`src/core/adc_seq_defs.svh`:
```
`ifndef ADC_SEQ_DEFS_SVH
`define ADC_SEQ_DEFS_SVH

// Register addresses on the processor's special function register bus.
`define ADDR_TEMP_RESULT      8'hD7
`define ADDR_CONV_START       8'hD8
`define ADDR_BATTERY_RESULT   8'hDF
`define ADDR_POWER_IRQ_ENABLE 8'hEC
`define ADDR_CHANGE_DELTA     8'hF3
`define ADDR_POWER_IRQ_FLAGS  8'hF8
`define ADDR_BG_INTERVAL      8'hF9
`define ADDR_LOW_BAT_THR      8'hFA

// Common reset value of every register.
`define REG_RESET 8'h00

// Bit positions inside the start, delta, interval, flag and enable registers.
`define START_BAT_BIT     0
`define START_TEMP_BIT    1
`define DELTA_LSB         3
`define DELTA_MSB         5
`define TEMP_PER_LSB      0
`define TEMP_PER_MSB      1
`define BAT_PER_LSB       2
`define BAT_PER_MSB       3
`define LOW_BAT_FLAG_BIT  0
`define BAT_IRQ_EN_BIT    0

// Delta codes with special meaning.
`define DELTA_NEVER  3'h0
`define DELTA_ALWAYS 3'h7

// Power modes as reported by power management.
`define MODE_FULL    2'h0
`define MODE_BATTERY 2'h1
`define MODE_SLEEP   2'h2

// Background interval codes and their length in minutes.
`define PER_OFF   2'h0
`define PER_CODE1 2'h1
`define PER_CODE2 2'h2
`define PER_CODE3 2'h3
`define TEMP_MIN1 5'h08
`define TEMP_MIN2 5'h02
`define TEMP_MIN3 5'h01
`define BAT_MIN1  5'h10
`define BAT_MIN2  5'h04
`define BAT_MIN3  5'h01
`define MIN_OFF   5'h00

// Timing base: one minute at the system clock rate.
`define MINUTE_S 60
`define CLK_HZ   20000000

`endif

```
`src/core/adc_seq_pkg.sv`:
```
package adc_seq_pkg;

  // Converter channel sequencing states, one-hot.
  typedef enum logic [2:0] {
    CH_IDLE = 3'b001,
    CH_REQ  = 3'b010,
    CH_WAIT = 3'b100
  } ch_state_t;

  // Answer from one analog converter.
  typedef struct packed {
    logic       ack;
    logic       done;
    logic [7:0] data;
  } conv_rsp_t;

  // One special function register access from the processor.
  typedef struct packed {
    logic       wr;
    logic       rd;
    logic [7:0] addr;
    logic [7:0] wdata;
  } sfr_req_t;

endpackage

```
`src/core/temp_battery_adc_sequencer.sv`:
```
// What this block does
// [RULE1] Temperature result: 8-bit read-only, resets zero.
// [RULE2] Temperature start bit runs one conversion, interrupts.
// [RULE3] Background temperature off until interval programmed.
// [RULE4] Background temperature interrupts on delta exceeded.
// [RULE5] Temperature result loads only with interrupt.
// [RULE6] Temperature interrupt has no status flag.
// [RULE7] Full-power mode allows single and background.
// [RULE8] Battery-power mode: temperature single-shot only.
// [RULE9] Sleep mode: temperature background only.
// [RULE10] Battery result: 8-bit read-only register.
// [RULE11] Battery start bit runs one conversion, interrupts.
// [RULE12] Battery background at programmed interval.
// [RULE13] Background battery below threshold sets flag.
// [RULE14] Flag requests interrupt only when enabled.
// [RULE15] Single battery conversion always sets flag.
// [RULE16] Battery result loads only when flag set.
// [RULE17] Battery-power mode: battery single-shot only.
// [RULE18] Sleep mode: battery background only.
// [RULE19] Software runs single temperature before delta, interval.
// [RULE20] Software sets threshold before battery interval.
// [RULE21] Start bit clears when converter accepts request.
// [RULE22] Delta 0 never, 1-6 counts, 7 always.
// [RULE23] Unsigned compares; last interrupting temperature kept.
`timescale 1ns/1ps
`include "adc_seq_defs.svh"

module adc_channel_ctrl (
  input  wire logic                  mclk,
  input  wire logic                  rst_n,
  input  wire logic                  start_set,
  input  wire logic                  single_ok,
  input  wire logic                  bg_ok,
  input  wire logic [4:0]            period_min,
  input  wire logic                  minute_tick,
  input  wire adc_seq_pkg::conv_rsp_t rsp,
  output logic                       conv_req,
  output logic                       start_pending,
  output logic                       done_single,
  output logic                       done_bg,
  output logic [7:0]                 result
);

  adc_seq_pkg::ch_state_t state_r;
  adc_seq_pkg::ch_state_t state_nxt;
  logic       start_r;
  logic       bg_due_r;
  logic       is_bg_r;
  logic [4:0] min_cnt_r;
  logic [4:0] period_last_r;
  logic       done_single_r;
  logic       done_bg_r;
  logic [7:0] result_r;
  logic       bg_fire;
  logic       take_single;
  logic       take_bg;

  // A zero period keeps the background timer parked, so nothing runs after reset.
  assign bg_fire = minute_tick && (period_min != `MIN_OFF) &&
                   (min_cnt_r == period_min - 5'h01); // [RULE3] [RULE12]

  // Single requests win over background so a waiting processor is served first.
  assign take_single = (state_r == adc_seq_pkg::CH_IDLE) && start_r && single_ok; // [RULE9] [RULE18]
  assign take_bg     = (state_r == adc_seq_pkg::CH_IDLE) && bg_due_r && bg_ok && !take_single;

  assign conv_req      = (state_r == adc_seq_pkg::CH_REQ);
  assign start_pending = start_r;
  assign done_single   = done_single_r;
  assign done_bg       = done_bg_r;
  assign result        = result_r;

  // Minute counter restarts whenever software changes the interval.
  always_ff @(posedge mclk or negedge rst_n) begin
    if (!rst_n) begin
      min_cnt_r     <= '0;
      period_last_r <= `MIN_OFF;
    end else begin
      period_last_r <= period_min;
      if ((period_min != period_last_r) || (period_min == `MIN_OFF) || bg_fire) begin
        min_cnt_r <= '0;
      end else if (minute_tick) begin
        min_cnt_r <= min_cnt_r + 5'h01;
      end
    end
  end

  // A strobe that falls in a mode without background service is dropped.
  always_ff @(posedge mclk or negedge rst_n) begin
    if (!rst_n) begin
      bg_due_r <= 1'b0;
    end else if (bg_fire && bg_ok) begin
      bg_due_r <= 1'b1; // [RULE7]
    end else if (take_bg || !bg_ok) begin
      bg_due_r <= 1'b0; // [RULE8] [RULE17]
    end
  end

  // Start bit: a new write in the cycle of the acceptance keeps it set.
  always_ff @(posedge mclk or negedge rst_n) begin
    if (!rst_n) begin
      start_r <= 1'b0;
    end else if (start_set) begin
      start_r <= 1'b1;
    end else if (conv_req && rsp.ack && !is_bg_r) begin
      start_r <= 1'b0; // [RULE21]
    end
  end

  // Request, acceptance and completion sequencing.
  always_comb begin
    state_nxt = state_r;
    case (state_r)
      adc_seq_pkg::CH_IDLE: begin
        if (take_single || take_bg) begin
          state_nxt = adc_seq_pkg::CH_REQ;
        end
      end
      adc_seq_pkg::CH_REQ: begin
        if (rsp.ack) begin
          state_nxt = adc_seq_pkg::CH_WAIT;
        end
      end
      adc_seq_pkg::CH_WAIT: begin
        if (rsp.done) begin
          state_nxt = adc_seq_pkg::CH_IDLE;
        end
      end
      default: begin
        state_nxt = adc_seq_pkg::CH_IDLE;
      end
    endcase
  end

  always_ff @(posedge mclk or negedge rst_n) begin
    if (!rst_n) begin
      state_r <= adc_seq_pkg::CH_IDLE;
    end else begin
      state_r <= state_nxt;
    end
  end

  // Remember the source of the running conversion.
  always_ff @(posedge mclk or negedge rst_n) begin
    if (!rst_n) begin
      is_bg_r <= 1'b0;
    end else if (take_single || take_bg) begin
      is_bg_r <= take_bg;
    end
  end

  // Completion pulses with the captured result, one cycle each.
  always_ff @(posedge mclk or negedge rst_n) begin
    if (!rst_n) begin
      done_single_r <= 1'b0;
      done_bg_r     <= 1'b0;
      result_r      <= `REG_RESET;
    end else begin
      done_single_r <= (state_r == adc_seq_pkg::CH_WAIT) && rsp.done && !is_bg_r;
      done_bg_r     <= (state_r == adc_seq_pkg::CH_WAIT) && rsp.done && is_bg_r;
      if ((state_r == adc_seq_pkg::CH_WAIT) && rsp.done) begin
        result_r <= rsp.data;
      end
    end
  end
endmodule // adc_channel_ctrl

module temp_battery_adc_sequencer #(
  parameter int unsigned MINUTE_CYCLES = `MINUTE_S * `CLK_HZ
) (
  input  wire logic                   mclk,
  input  wire logic                   rst_n,
  input  wire adc_seq_pkg::sfr_req_t  sfr,
  output logic [7:0]                  sfr_rdata,
  input  wire logic [1:0]             power_mode,
  output logic                        temp_conv_req,
  input  wire adc_seq_pkg::conv_rsp_t temp_rsp,
  output logic                        bat_conv_req,
  input  wire adc_seq_pkg::conv_rsp_t bat_rsp,
  output logic                        temp_irq,
  output logic                        power_irq
);

  logic [30:0] tick_cnt_r;
  logic        minute_tick;
  logic [2:0]  delta_r;
  logic [3:0]  interval_r;
  logic [7:0]  thr_r;
  logic        bat_en_r;
  logic        low_bat_flag_r;
  logic [7:0]  temp_result_r;
  logic [7:0]  battery_result_r;
  logic [7:0]  last_temp_r;
  logic        temp_irq_r;
  logic [7:0]  rdata_r;
  logic        single_ok;
  logic        bg_ok;
  logic        t_pend;
  logic        t_done_s;
  logic        t_done_b;
  logic [7:0]  t_res;
  logic        b_pend;
  logic        b_done_s;
  logic        b_done_b;
  logic [7:0]  b_res;
  logic [7:0]  temperature_delta_field;
  logic        diff_hit;
  logic        temp_fire;
  logic        bat_set;
  logic        wr_start;

  // Interval codes to minutes.
  function automatic logic [4:0] temp_minutes(input logic [1:0] code);
    case (code)
      `PER_CODE1: temp_minutes = `TEMP_MIN1;
      `PER_CODE2: temp_minutes = `TEMP_MIN2;
      `PER_CODE3: temp_minutes = `TEMP_MIN3;
      default:    temp_minutes = `MIN_OFF;
    endcase
  endfunction

  function automatic logic [4:0] bat_minutes(input logic [1:0] code);
    case (code)
      `PER_CODE1: bat_minutes = `BAT_MIN1;
      `PER_CODE2: bat_minutes = `BAT_MIN2;
      `PER_CODE3: bat_minutes = `BAT_MIN3;
      default:    bat_minutes = `MIN_OFF;
    endcase
  endfunction

  // Mode gating: with the processor halted nobody can ask for a single shot.
  assign single_ok = (power_mode == `MODE_FULL) || (power_mode == `MODE_BATTERY); // [RULE7]
  assign bg_ok     = (power_mode == `MODE_FULL) || (power_mode == `MODE_SLEEP); // [RULE9]
  assign wr_start  = sfr.wr && (sfr.addr == `ADDR_CONV_START);

  // Shared minute base; a full minute is long, so simulations shorten the parameter.
  assign minute_tick = (tick_cnt_r == 31'(MINUTE_CYCLES - 1));

  always_ff @(posedge mclk or negedge rst_n) begin
    if (!rst_n) begin
      tick_cnt_r <= '0;
    end else if (minute_tick) begin
      tick_cnt_r <= '0;
    end else begin
      tick_cnt_r <= tick_cnt_r + 31'h1;
    end
  end

  adc_channel_ctrl temp_ch (
    .mclk          (mclk),
    .rst_n         (rst_n),
    .start_set     (wr_start && sfr.wdata[`START_TEMP_BIT]), // [RULE2]
    .single_ok     (single_ok),
    .bg_ok         (bg_ok),
    .period_min    (temp_minutes(interval_r[`TEMP_PER_MSB:`TEMP_PER_LSB])),
    .minute_tick   (minute_tick),
    .rsp           (temp_rsp),
    .conv_req      (temp_conv_req),
    .start_pending (t_pend),
    .done_single   (t_done_s),
    .done_bg       (t_done_b),
    .result        (t_res)
  );

  adc_channel_ctrl bat_ch (
    .mclk          (mclk),
    .rst_n         (rst_n),
    .start_set     (wr_start && sfr.wdata[`START_BAT_BIT]), // [RULE11]
    .single_ok     (single_ok),
    .bg_ok         (bg_ok),
    .period_min    (bat_minutes(interval_r[`BAT_PER_MSB:`BAT_PER_LSB])), // [RULE12]
    .minute_tick   (minute_tick),
    .rsp           (bat_rsp),
    .conv_req      (bat_conv_req),
    .start_pending (b_pend),
    .done_single   (b_done_s),
    .done_bg       (b_done_b),
    .result        (b_res)
  );

  // Unsigned distance from the last value that interrupted.
  assign temperature_delta_field = (t_res >= last_temp_r) ? (t_res - last_temp_r)
                                            : (last_temp_r - t_res); // [RULE23]
  assign diff_hit  = (delta_r == `DELTA_ALWAYS) ||
                     ((delta_r != `DELTA_NEVER) && (temperature_delta_field > {5'h00, delta_r})); // [RULE22] [RULE4]
  assign temp_fire = t_done_s || (t_done_b && diff_hit); // [RULE2] [RULE4]

  // The interrupt is a bare pulse; no flag records it.
  always_ff @(posedge mclk or negedge rst_n) begin
    if (!rst_n) begin
      temp_irq_r    <= 1'b0;
      temp_result_r <= `REG_RESET; // [RULE1]
      last_temp_r   <= `REG_RESET;
    end else begin
      temp_irq_r <= temp_fire; // [RULE6]
      if (temp_fire) begin
        temp_result_r <= t_res; // [RULE5]
        last_temp_r   <= t_res; // [RULE23]
      end
    end
  end

  assign temp_irq = temp_irq_r;

  // Battery event: single shots always flag, background only below threshold.
  assign bat_set = b_done_s || (b_done_b && (b_res < thr_r)); // [RULE13] [RULE15] [RULE23]

  always_ff @(posedge mclk or negedge rst_n) begin
    if (!rst_n) begin
      battery_result_r <= `REG_RESET; // [RULE10]
    end else if (bat_set) begin
      battery_result_r <= b_res; // [RULE16]
    end
  end

  // Flag: a hardware set wins over a software write in the same cycle.
  always_ff @(posedge mclk or negedge rst_n) begin
    if (!rst_n) begin
      low_bat_flag_r <= 1'b0;
    end else if (bat_set) begin
      low_bat_flag_r <= 1'b1; // [RULE13] [RULE15]
    end else if (sfr.wr && (sfr.addr == `ADDR_POWER_IRQ_FLAGS)) begin
      low_bat_flag_r <= sfr.wdata[`LOW_BAT_FLAG_BIT];
    end
  end

  assign power_irq = low_bat_flag_r && bat_en_r; // [RULE14]

  // Writable configuration; results are read-only and ignore writes.
  always_ff @(posedge mclk or negedge rst_n) begin
    if (!rst_n) begin
      delta_r    <= '0;
      interval_r <= '0; // [RULE3]
      thr_r      <= `REG_RESET;
      bat_en_r   <= 1'b0;
    end else if (sfr.wr) begin
      case (sfr.addr)
        `ADDR_CHANGE_DELTA:     delta_r    <= sfr.wdata[`DELTA_MSB:`DELTA_LSB];
        `ADDR_BG_INTERVAL:      interval_r <= sfr.wdata[`BAT_PER_MSB:`TEMP_PER_LSB];
        `ADDR_LOW_BAT_THR:      thr_r      <= sfr.wdata;
        `ADDR_POWER_IRQ_ENABLE: bat_en_r   <= sfr.wdata[`BAT_IRQ_EN_BIT];
        default: begin
        end
      endcase
    end
  end

  // Registered read; unmapped addresses and reserved bits answer zero.
  always_ff @(posedge mclk or negedge rst_n) begin
    if (!rst_n) begin
      rdata_r <= `REG_RESET;
    end else if (sfr.rd) begin
      rdata_r <= `REG_RESET;
      case (sfr.addr)
        `ADDR_TEMP_RESULT:      rdata_r <= temp_result_r;
        `ADDR_BATTERY_RESULT:   rdata_r <= battery_result_r;
        `ADDR_CONV_START: begin
          rdata_r[`START_TEMP_BIT] <= t_pend;
          rdata_r[`START_BAT_BIT]  <= b_pend;
        end
        `ADDR_CHANGE_DELTA:     rdata_r[`DELTA_MSB:`DELTA_LSB] <= delta_r;
        `ADDR_BG_INTERVAL:      rdata_r[`BAT_PER_MSB:`TEMP_PER_LSB] <= interval_r;
        `ADDR_LOW_BAT_THR:      rdata_r <= thr_r;
        `ADDR_POWER_IRQ_ENABLE: rdata_r[`BAT_IRQ_EN_BIT] <= bat_en_r;
        `ADDR_POWER_IRQ_FLAGS:  rdata_r[`LOW_BAT_FLAG_BIT] <= low_bat_flag_r;
        default: begin
        end
      endcase
    end
  end

  assign sfr_rdata = rdata_r;
endmodule // temp_battery_adc_sequencer

```
`config.mk`:
```
export PLATFORM = sky130hd
export DESIGN_NAME = temp_battery_adc_sequencer
export DESIGN_NICKNAME = d
export VERILOG_FILES = /design/src/core/adc_seq_pkg.sv /design/src/core/temp_battery_adc_sequencer.sv
export VERILOG_INCLUDE_DIRS = /design/src /design/src/core
export SDC_FILE = /design/constraint.sdc
export NUM_CORES = 1
export LEC_CHECK = 0
export BUFFER_PORTS_ARGS = -buffer_cell sky130_fd_sc_hd__buf_2
export CAP_MARGIN = 10
export CELL_PAD_IN_SITES_DETAIL_PLACEMENT = 0
export CELL_PAD_IN_SITES_GLOBAL_PLACEMENT = 1
export CORE_MARGIN = 8
export CORE_UTILIZATION = 35
export DETAILED_ROUTE_END_ITERATION = 8
export HOLD_SLACK_MARGIN = 0.12
export PLACE_DENSITY_LB_ADDON = 0.2
export SYNTH_ARGS = -nofsm -noshare
export SYNTH_HDL_FRONTEND = slang
export SYNTH_SLANG_ARGS = --single-unit
```
`constraint.sdc`:
```
create_clock -name mclk -period 5.2 [get_ports mclk]
set_input_delay 0.52 -clock mclk [delete_from_list [all_inputs] [get_ports mclk]]
set_output_delay 0.52 -clock mclk [all_outputs]
set_load 0.05 [all_outputs]
```
Word level (Yosys, flattened, before mapping). Index checks and enable logic that the tools add are counted. W data, S select, Z words.

Register bits: 124. Latch bits: 0. Bits in writable memories: 0. Bits in read-only memories: 0. Output and inout bits: 12. Memories: 0.

Add/subtract/negate cells: 7. Multipliers: 0. Div/mod/pow operators: 0. Magnitude comparators: 3. Eq/ne operators: 34. Shift-type cells: 0. Multiplexer cells: 32. Bitwise gates (word level): 0. Reduce and logical (&&, ||, !) cells: 71.

Operator list (number): $eq A8 B8 Y1 const B (8); $logic_and A1 B1 Y1 (34); $add A31 B1 Y31 const B (1); $eq A31 B31 Y1 const B (1); $mux W31 (1); $mux W5 (4); $mux W3 (6); $pmux W3 S3 (2); $sub A8 B8 Y8 (2); $pmux W5 S3 (1); $reduce_bool A2 Y1 (7); $logic_or A1 B1 Y1 (13); $ne A2 B2 Y1 const B (6); $pmux W4 S3 (1); $add A5 B1 Y5 const B (2); $eq A2 B2 Y1 const B (5); $eq A5 B5 Y1 (2); $logic_not A5 Y1 (2); $mux W1 (10); $pmux W1 S5 (2); $reduce_bool A5 Y1 (2); $eq A3 B3 Y1 const B (3); $ge A8 B8 Y1 (1); $gt A8 B3 Y1 (1); other kinds (18) (30).

Longest topological paths before layout. Gate-level depths: netlist of the first run.

Depth after elaboration: 8. Mapped depth: 20. Gate-level depth less buffers: 19.

Hierarchy. From an unflattened synthesis of the first run, not the netlist that was laid out.

Cells, all modules: 648. Area total of the unflattened synthesis: 6834.1 sq um.

Modules (own cells, without submodules): temp_battery_adc_sequencer (times used 1, cells an instance 440, area an instance 4391.7 sq um); adc_channel_ctrl (times used 2, cells an instance 104, area an instance 1221.2 sq um).

Worst setup path after synthesis of the first run. No wires, ideal clock.

Path type: register to register. Start: reg temp_ch.result_r[0], in the netlist temp_ch.result[0]. End: reg last_temp_r[7]. Arrival: 3.874 ns. Data required time: 5.075 ns. Setup slack: 1.201 ns. Stages on the path, launching flop included: 19. Path buffers: 1. Period minus slack after synthesis: 3.999 ns. Cell sequence: dfrtp_1 inv_1 ha_1 inv_1 fa_1 nand3_1 nand3_1 a41o_1 a21oi_4 mux2_2 ha_1 a211o_1 a211oi_2 nand3_1 nor4b_2 a31oi_1 a311oi_1 buf_4 mux2_4.

Longest elaborated chain between the ends: 7. Elaborated cells on any way between the ends: 9. Classes of those cells: add/sub: 2; order compare: 2; mux: 1; reduce/logical: 4.

RTL lines: start: declaration (line temp_battery_adc_sequencer.sv:53) `logic [7:0] result_r;`; start signal: assignment (line temp_battery_adc_sequencer.sv:156) `` result_r <= `REG_RESET; ``; start signal: assignment (line temp_battery_adc_sequencer.sv:161) `result_r <= rsp.data;`; $sub A8 B8 Y8 (tied with other cells) (line temp_battery_adc_sequencer.sv:282) `: (last_temp_r - t_res);`; $mux W8 (*) (line temp_battery_adc_sequencer.sv:281) `assign temperature_delta_field = (t_res >= last_temp_r) ? (t_res - last_temp_r)`; $gt A8 B3 Y1 (*) (line temp_battery_adc_sequencer.sv:284) `` ((delta_r != `DELTA_NEVER) && (temperature_delta_field > {5'h00, delta_r})); ``; $logic_and A1 B1 Y1 (*) (line temp_battery_adc_sequencer.sv:284); $logic_or A1 B1 Y1 (*) (line temp_battery_adc_sequencer.sv:283) `` assign diff_hit = (delta_r == `DELTA_ALWAYS) || ``; $logic_and A1 B1 Y1 (*) (line temp_battery_adc_sequencer.sv:285) `assign temp_fire = t_done_s || (t_done_b && diff_hit);`; $logic_or A1 B1 Y1 (*) (line temp_battery_adc_sequencer.sv:285); end signal: assignment (line temp_battery_adc_sequencer.sv:292) `` last_temp_r <= `REG_RESET; ``; end signal: assignment (line temp_battery_adc_sequencer.sv:297) `last_temp_r <= t_res;`; end: declaration (line temp_battery_adc_sequencer.sv:192) `logic [7:0] last_temp_r;`.

Every way passes the cells marked *; elsewhere a longest branch is shown, timed or not. A chain may end at the register's enable or synchronous reset.

Final worst setup path of the first run.
Start: reg temp_ch.result_r[0], in the netlist temp_ch.result[0]. End: reg last_temp_r[2].

The elaborated chain is that of the path after synthesis.

==> run summary, run 1 <==
The family with the most delay on the worst path was compound AO/OA/AOI/OAI gates. The final number of hold-violating endpoints was 0. The total count of max-transition violations in the final report was 0; the number of global-route vias before repair was 4941. The portion of the post-synthesis area used by sequential elements came out at 47.2%. Power spread over the standard cell area amounts to 425 nW/um^2.

The worst path uses 89.0% of the clock period. For the final routed database, the setup TNS stands at 0 ns. In the final design database the tool counted 756 nets. The detailed router placed 4713 vias in this run. The type of the most critical hold path was in2async. The upper clock frequency limit was 216 MHz. Summing all placed instances gives a cell area of 6960 um^2.

The tree is rooted in a clkbuf_16. The kind of critical path was reg2reg. From bottom edge to top edge, the die measures 152 um. In the layout the commonest cells are dfrtp_1 (119), nor2_1 (59), buf_2 (52).

Summed over all nets, the half-perimeter wirelength after detailed placement is 11.2 mm. The largest stage delay on the critical path was 0.66 ns; the worst ir drop on vdd was 0.000236 V. The predominant post-synthesis flop cell is dfrtp_1. The tools report the data arrival at the endpoint of the critical path as 4.96 ns. The number of rows in the core area was 49; the count of antenna-violating nets left after detailed routing was 0. The Yosys step of the flow raised 0 warnings.

The number of flops mapped to enable cells by yosys was 0. Synthesis produced a netlist with a net count of 694. Hold repair after CTS inserted 0 buffers. The share of layout cells above drive strength 1 was 20.5%. Insertion delay to the later sink of the worst-skew pair: 0.41 ns. The run finished with clean final reports. The first detailed-routing pass ran for 5 iterations. The core occupancy in the finished layout was 42.2%. The post-route cell area is 7570 um^2, and the netlist area before placement is 6430 um^2.

The clock tree synthesis step divided the H-tree into 4 levels. The most prevalent standard cell on the critical path was nand3_1. Clock tree synthesis inserted a total of 17 buffers. Compared with the post-synthesis result, the final layout area differs by 17.9%. Post-CTS timing repair inserted 0 buffers for setup.

Headroom to the max-slew limit came out at 20.8%. The reported max-cap violation count was 0. The DRC marker count from the first detailed-route iteration came out at 250. The biggest fanout along the worst timing path is 6, and the cell leakage power is 3.52 nW. The post-detailed-route wirelength per cell was 16.4 um. Counting both buffers and inverters, the worst setup path holds a total of 3. From left edge to right edge, the die measures 152 um.

Post-CTS repair changed the size of 0 cells. 54 I/O pins were placed. The area inside the core boundary is 18000 um^2. The repair_antennas step left the layout with diodes totalling 0. Global routing finished with a remaining overflow of 0. The library cell used most frequently in the layout, excluding fill and tap cells, is dfrtp_1.

Entering global routing, the biggest net connects 70 pins. Buffers placed on the I/O ports in this run total 53. The mean cell area of the mapped netlist works out to 10.3 um^2. TritonCTS built the clock tree. Synthesis handed over a netlist of 621 instances.

Setup violations remaining at the end of the flow were counted as 0. At the worst endpoint, the required time is 5.53 ns. Setup repair after global routing left no endpoint under its margin. CTS saw 121 sinks. The critical path startpoint category is a flip-flop.

The largest individual stage delay along the critical path comes from the cell a311oi_2. The last weighted congestion value of the routability-driven placer came out at 0.827. The tools report the type of destination of the critical path as a flip-flop. Counting I/O delays and the setup requirement, the final critical path takes 4.63 ns. After clock tree synthesis, the clock-pin slew on the worst setup and hold paths is 0.06 ns. The initial antenna violation count was 0; the total global routing track utilization was 14.0%. Counting along the longest clock path gives a buffer depth of 2.

The actual slew at the worst max-slew pin was 1.18 ns; the count of distinct cell types in the synthesized netlist was 63. Initial cell density of the core: 35.8%. After detailed routing, the total wire length is 15.2 mm.

The first-pass GRT wire length came out at 25.2 mm. The maximum clock skew at final layout was 0.00887 ns. Average vias per placed instance: 5.10. Counting flops with an async set or reset pin after synthesis yields a share of 100%. After detailed routing, the number of remaining DRC violations is 0. The floorplan step defined a die boundary enclosing 23000 um^2. Counting flops and latches in the post-synthesis netlist gives 121. Walking the worst path, the cells encountered are inv_1 -> ha_1 -> inv_1 -> fa_1 -> nand3_1 -> nand3_1 -> a41o_1 -> a21oi_4 -> mux2_2 -> ha_1 -> a211o_1 -> a211oi_2 -> nand3_1 -> nor4b_2 -> a31oi_1 -> a311oi_2 -> buf_4 -> mux2i_1.
## kinds of logic after synthesis
logic type / after synthesis / share of synthesized area, %
xor+xnor: 41 / 5.59
buf+inv: 60 / 3.91
flops: 121 / 47.2
simple gates: 221 / 18.2
mux: 48 / 8.24
compound gates: 99 / 10.6
fa+ha+maj: 31 / 6.27
## registers in the layout, indices dropped and copies added (netlist names), 3 cells and up
name and cells:
tick_cnt_r 31, bat_ch.result 8, battery_result_r 8, last_temp_r 8, sfr_rdata 8, temp_ch.result 8, thr_r 8, bat_ch.min_cnt_r 5
temp_ch.min_cnt_r 5, interval_r 4, bat_ch.period_last_r 3, bat_ch.state_r 3, delta_r 3, temp_ch.period_last_r 3, temp_ch.state_r 3
## layout make-up
cell class              count  area [um^2]
fillers                  1721        10400
repair buffers             58          305
multi-input cells         440         3170
inverters                  45          169
well taps                 229          287
clock buffers              19          443
clock inverters            13          168
flip-flops and latches    121         3030
## cells in the mapped netlist, types with 4 or more instances
cell type | n | share of area, %
a222oi_1 | 5 | 0.78
nor2b_1 | 11 | 1.1
nor2_1 | 59 | 3.4
xnor2_1 | 21 | 2.9
dfrtp_1 | 119 | 46
nand2b_1 | 12 | 1.2
nor4b_1 | 6 | 0.82
and3_1 | 10 | 0.97
xor2_1 | 20 | 2.7
ha_1 | 29 | 5.6
nand4_1 | 15 | 1.5
clkbuf_1 | 7 | 0.41
and2_1 | 5 | 0.49
nand3b_1 | 5 | 0.58
nor3b_1 | 4 | 0.47
o21ai_0 | 19 | 1.5
a21o_1 | 4 | 0.47
o22ai_1 | 7 | 0.68
a21oi_1 | 22 | 1.7
nor4bb_1 | 4 | 0.62
mux2_2 | 35 | 6.1
mux2i_1 | 12 | 1.9
nand3_1 | 22 | 1.7
nor4_1 | 4 | 0.39
nand2_1 | 46 | 2.7
nor3_1 | 8 | 0.62
inv_1 | 44 | 2.6
a31oi_1 | 10 | 0.97
## layer usage
metal | vias to the layer above | wire length (um) | GRT usage [%]
li1 | 2324 | - | -
met1 | 2293 | 7110 | 17.8
met2 | 86 | 7230 | 23.4
met3 | 10 | 677 | 3.33
met4 | 0 | 135 | 3.92
met5 | - | 0 | 0
## path summary, 6_finish.rpt
path / slack [ns] / cells past startpoint / to / from
setup / recovery: 0.57 / 18 / last_temp_r[2] / temp_ch.result[0]
hold / removal: 0.21 / 1 / bat_ch.result[7] / rst_n
setup reg to reg: 0.57 / 18 / last_temp_r[2] / temp_ch.result[0]
hold reg to reg: 0.47 / 1 / tick_cnt_r[8] / tick_cnt_r[8]
max in group asynchronous: 3.74 / 2 / low_bat_flag_r / rst_n
min in group mclk: 0.32 / 3 / temp_ch.result[6] / temp_rsp[6]
## power breakdown
part           total [W]  leakage (nW)  internal (W)  switching [W]
Clock            0.00120         0.294      0.000771       0.000434
Combinational   0.000873          1.61      0.000376       0.000497
Sequential       0.00114          1.61       0.00104      0.0000989
Total            0.00322          3.52       0.00219        0.00103
## stage by stage
stage                     std cells  worst slack, ns  power (W)  hold slack (ns)
after global placement          893            0.715    0.00202            0.463
final                           925            0.573    0.00322            0.212
after global routing            925            0.280    0.00341            0.291
after floorplan                 621             1.20    0.00182            0.224
after CTS                       925            0.560    0.00326            0.254
after detailed placement        893            0.580    0.00203            0.456
Power figures use the tool's default switching activity.
==> run 2: changes to the inputs <==
==> constraint.sdc (replaced) <==
create_clock -name mclk -period 5.2 [get_ports mclk]
set_input_delay 0.26 -clock mclk [delete_from_list [all_inputs] [get_ports mclk]]
set_output_delay 0.26 -clock mclk [all_outputs]
set_load 0.05 [all_outputs]
==> run summary, run 2 (synthesized netlist as in run 1, its figures left out) <==
The fraction of power spent switching nets works out to 32.1%. For the fill cell instance count of the final layout, the log shows 1718. The data arrival at the endpoint of the critical path was 4.98 ns.

Across the VDD grid, the largest voltage drop is 0.000261 V. The worst hold path was traced through 2 stages. Setup violations remaining at the end of the flow were counted as 0.

Setup repair after global routing left no endpoint under its margin. Across all layers, the routed design uses 4885 vias. In this run, CTS created clock tree buffers numbering 17. More flip-flops sit in one register than any other, and that register is tick_cnt_r. For this block, the initial DRC count from the detailed router was 313. The post-layout minimum cycle time is 4.65 ns. The tightest min-delay check is of the in2reg type. The number of iterations in the first detailed-routing pass came out at 6. The width of the die was 152 um. In the layout the commonest cells are dfrtp_1 (119), nor2_1 (59), buf_2 (52). The worst hold path terminates at thr_r[1]. The area growth from synthesis to layout is 21.6%.

The flow ran to the end, and the final reports show no timing, DRC or antenna violations. The worst hold path begins at sfr[1]. The run gives 0 as the total count of max-transition violations in the final report. The library cell used most frequently in the layout, excluding fill and tap cells, is dfrtp_1. The max-slew headroom at the worst pin was 19.4%. TritonCTS built the clock tree. The total placed instance area was 6960 um^2; the area inside the core boundary was 18000 um^2. The logs give 27.5% for the share of power burned in combinational logic and 5.53 ns for the required arrival time at the worst endpoint. The biggest fanout along the worst timing path was 6. The startpoint identified for the worst register-to-register timing path is temp_ch.result[0].

The total global routing track utilization was 14.3%. Hold timing on the final database bottoms out at a slack of 0.133 ns. The signal on the critical path passes through inv_1 -> ha_1 -> inv_1 -> fa_1 -> nand3_1 -> nand3_1 -> a41o_1 -> a21oi_4 -> mux2_2 -> ha_1 -> a211o_1 -> a211oi_2 -> nand3_1 -> nor4b_2 -> a31oi_1 -> a311oi_2 -> buf_4 -> mux2i_1. The count of antenna-violating nets left after detailed routing came out at 0.

The post-route netlist has 20.0% of its cells at a drive strength greater than 1. In this run the static leakage power is 3.62 nW. The internal portion of the total power is 0.00220 W. The upper clock frequency limit was 215 MHz.

The height of the die was 152 um. For the worst flop-to-flop path, the logic depth is 18. The clock tree root driver cell is clkbuf_16. The worst setup path is captured at a flip-flop. The share of the clock period used by the worst path after layout is 89.5%. Among all stages on the critical path, the largest delay is contributed by a311oi_2. The logs give 0.00104 W for the net load switching power and 7820 um^2 for the post-route cell area. The critical path is of the reg2reg type. The congestion estimate from routability-driven global placement came to 0.843. Wires add up to 15.4 mm.

Entering global routing, the biggest net connects 62 pins. In the final routed layout, each cell accounts on average for 16.2 um. For flop-to-flop paths, the worst setup slack is 0.55 ns. The total overflow left after global routing is 0. The first global-routing pass estimated 25.6 mm of wire.

The run gives 0 as the initial antenna violation count. The maximum buffer depth of the clock tree was 2. For this configuration, the core starts out at a cell density of 35.8%.

Reported max-cap violation count: 0. Once detailed placement completed, the half-perimeter wirelength came to 11.2 mm. After detailed routing, no signal wire sits above met4. At the pin with the least slew margin, the transition time is 1.20 ns. Dividing total power by cell area gives a power density of 415 nW/um^2. The DRC violations left was 0; the maximum clock skew at final layout was 0.0139 ns. Wire segments on met3 add up to 640 um in the final route. For the final number of hold-violating endpoints, the log shows 0. The count of boundary I/O pins was 54. In this run, flip-flops and latches consume 35.2% of the power. For this run, the post-layout net count is 780. After detailed routing, the wire length on met1 is 7.20 mm. The number of gates resized after CTS was 0. The CTS clock-pin slew for the worst setup and hold paths was 0.06 ns. The most prevalent standard cell on the critical path is nand3_1.

In this run the worst setup path begins at temp_ch.result[0]. The met2 wire length was 7.38 mm. The register with the most flip-flops in the layout has 31 of them.

0 antenna diodes ended up in the layout. The total number of clock tree sinks was 121. For the worst-skew pair, the clock arrives at the later sink with an insertion delay of 0.41 ns.

The floorplan has 49 rows. The tools report the total number of H-tree levels as 4. The largest stage delay on the critical path works out to 0.69 ns. In the routed layout, each cell is associated on average with a via count of 5.15.

STA classifies the critical path startpoint as a flip-flop. The floorplan step defined a die boundary enclosing 23000 um^2. In the final timing run, aggregate negative setup slack is 0 ns. The share of total power dissipated in the clock network is 37.4%. The family with the most delay on the worst path is compound AO/OA/AOI/OAI gates. Counting both buffers and inverters, the worst setup path holds a total of 3.

The endpoint identified for the worst register-to-register timing path is last_temp_r[0]. The number of global-route vias before repair is 5019. Total of buffers placed on input and output ports: 53.
run 2: cell count changes in the layout (fill, tap and decap cells not counted), sizes merged:
cell / change
clkbuf: -1
clkinv: +3
dlygate4sd3: +24
inv: -2
run 2: timing repair:
item	in CTS	in global routing
hold endpoints to repair	87	0
endpoints found under the setup margin	0	0
buffers inserted	0	0
hold buffers	24	0
run 2: how the worst max path moves through the flow:
| stage | endpoint | slack, ns | cells past startpoint |
|---|---|---|---|
| 6_report | last_temp_r[0] | 0.55 | 18 |
| 3_3_place_gp | last_temp_r[0] | 0.72 | 18 |
| 5_1_grt | last_temp_r[2] | 0.31 | 18 |
| 3_5_place_dp | last_temp_r[0] | 0.55 | 18 |
| 2_1_floorplan | last_temp_r[7] | 1.20 | 18 |
| 4_1_cts | last_temp_r[0] | 0.53 | 18 |
run 2: stage by stage:
step,instances,power (W),worst slack [ns],util (%)
6_report,949,0.00324,0.547,43.5
3_5_place_dp,893,0.00203,0.550,38.8
2_1_floorplan,621,0.00182,1.20,-
5_1_grt,949,0.00345,0.307,43.5
3_3_place_gp,893,0.00202,0.720,38.8
4_1_cts,949,0.00328,0.528,43.5
run 2: power groups by stage:
stage          clock network (W)  registers (W)  logic, W
4_1_cts                  0.00124        0.00114  0.000895
2_1_floorplan                  0        0.00113  0.000691
5_1_grt                  0.00129        0.00116  0.000999
6_report                 0.00121        0.00114  0.000890
3_5_place_dp                   0        0.00116  0.000871
3_3_place_gp                   0        0.00115  0.000866
run 2: cell type report:
type | count | area, um^2 | share of cell area, %
multi-input combinational | 440 | 3170 | 40.6
sequential | 121 | 3030 | 38.8
timing repair buffer | 82 | 546 | 6.98
clock buffer | 18 | 439 | 5.62
tap | 229 | 287 | 3.67
clock inverter | 14 | 173 | 2.21
inverter | 45 | 169 | 2.16
run 2: per-layer routing:
layer	vias to the layer above	GRT usage [%]
li1	2364	-
met1	2430	18.5
met2	81	22.9
met3	10	3.59
met4	0	5.00
met5	-	0
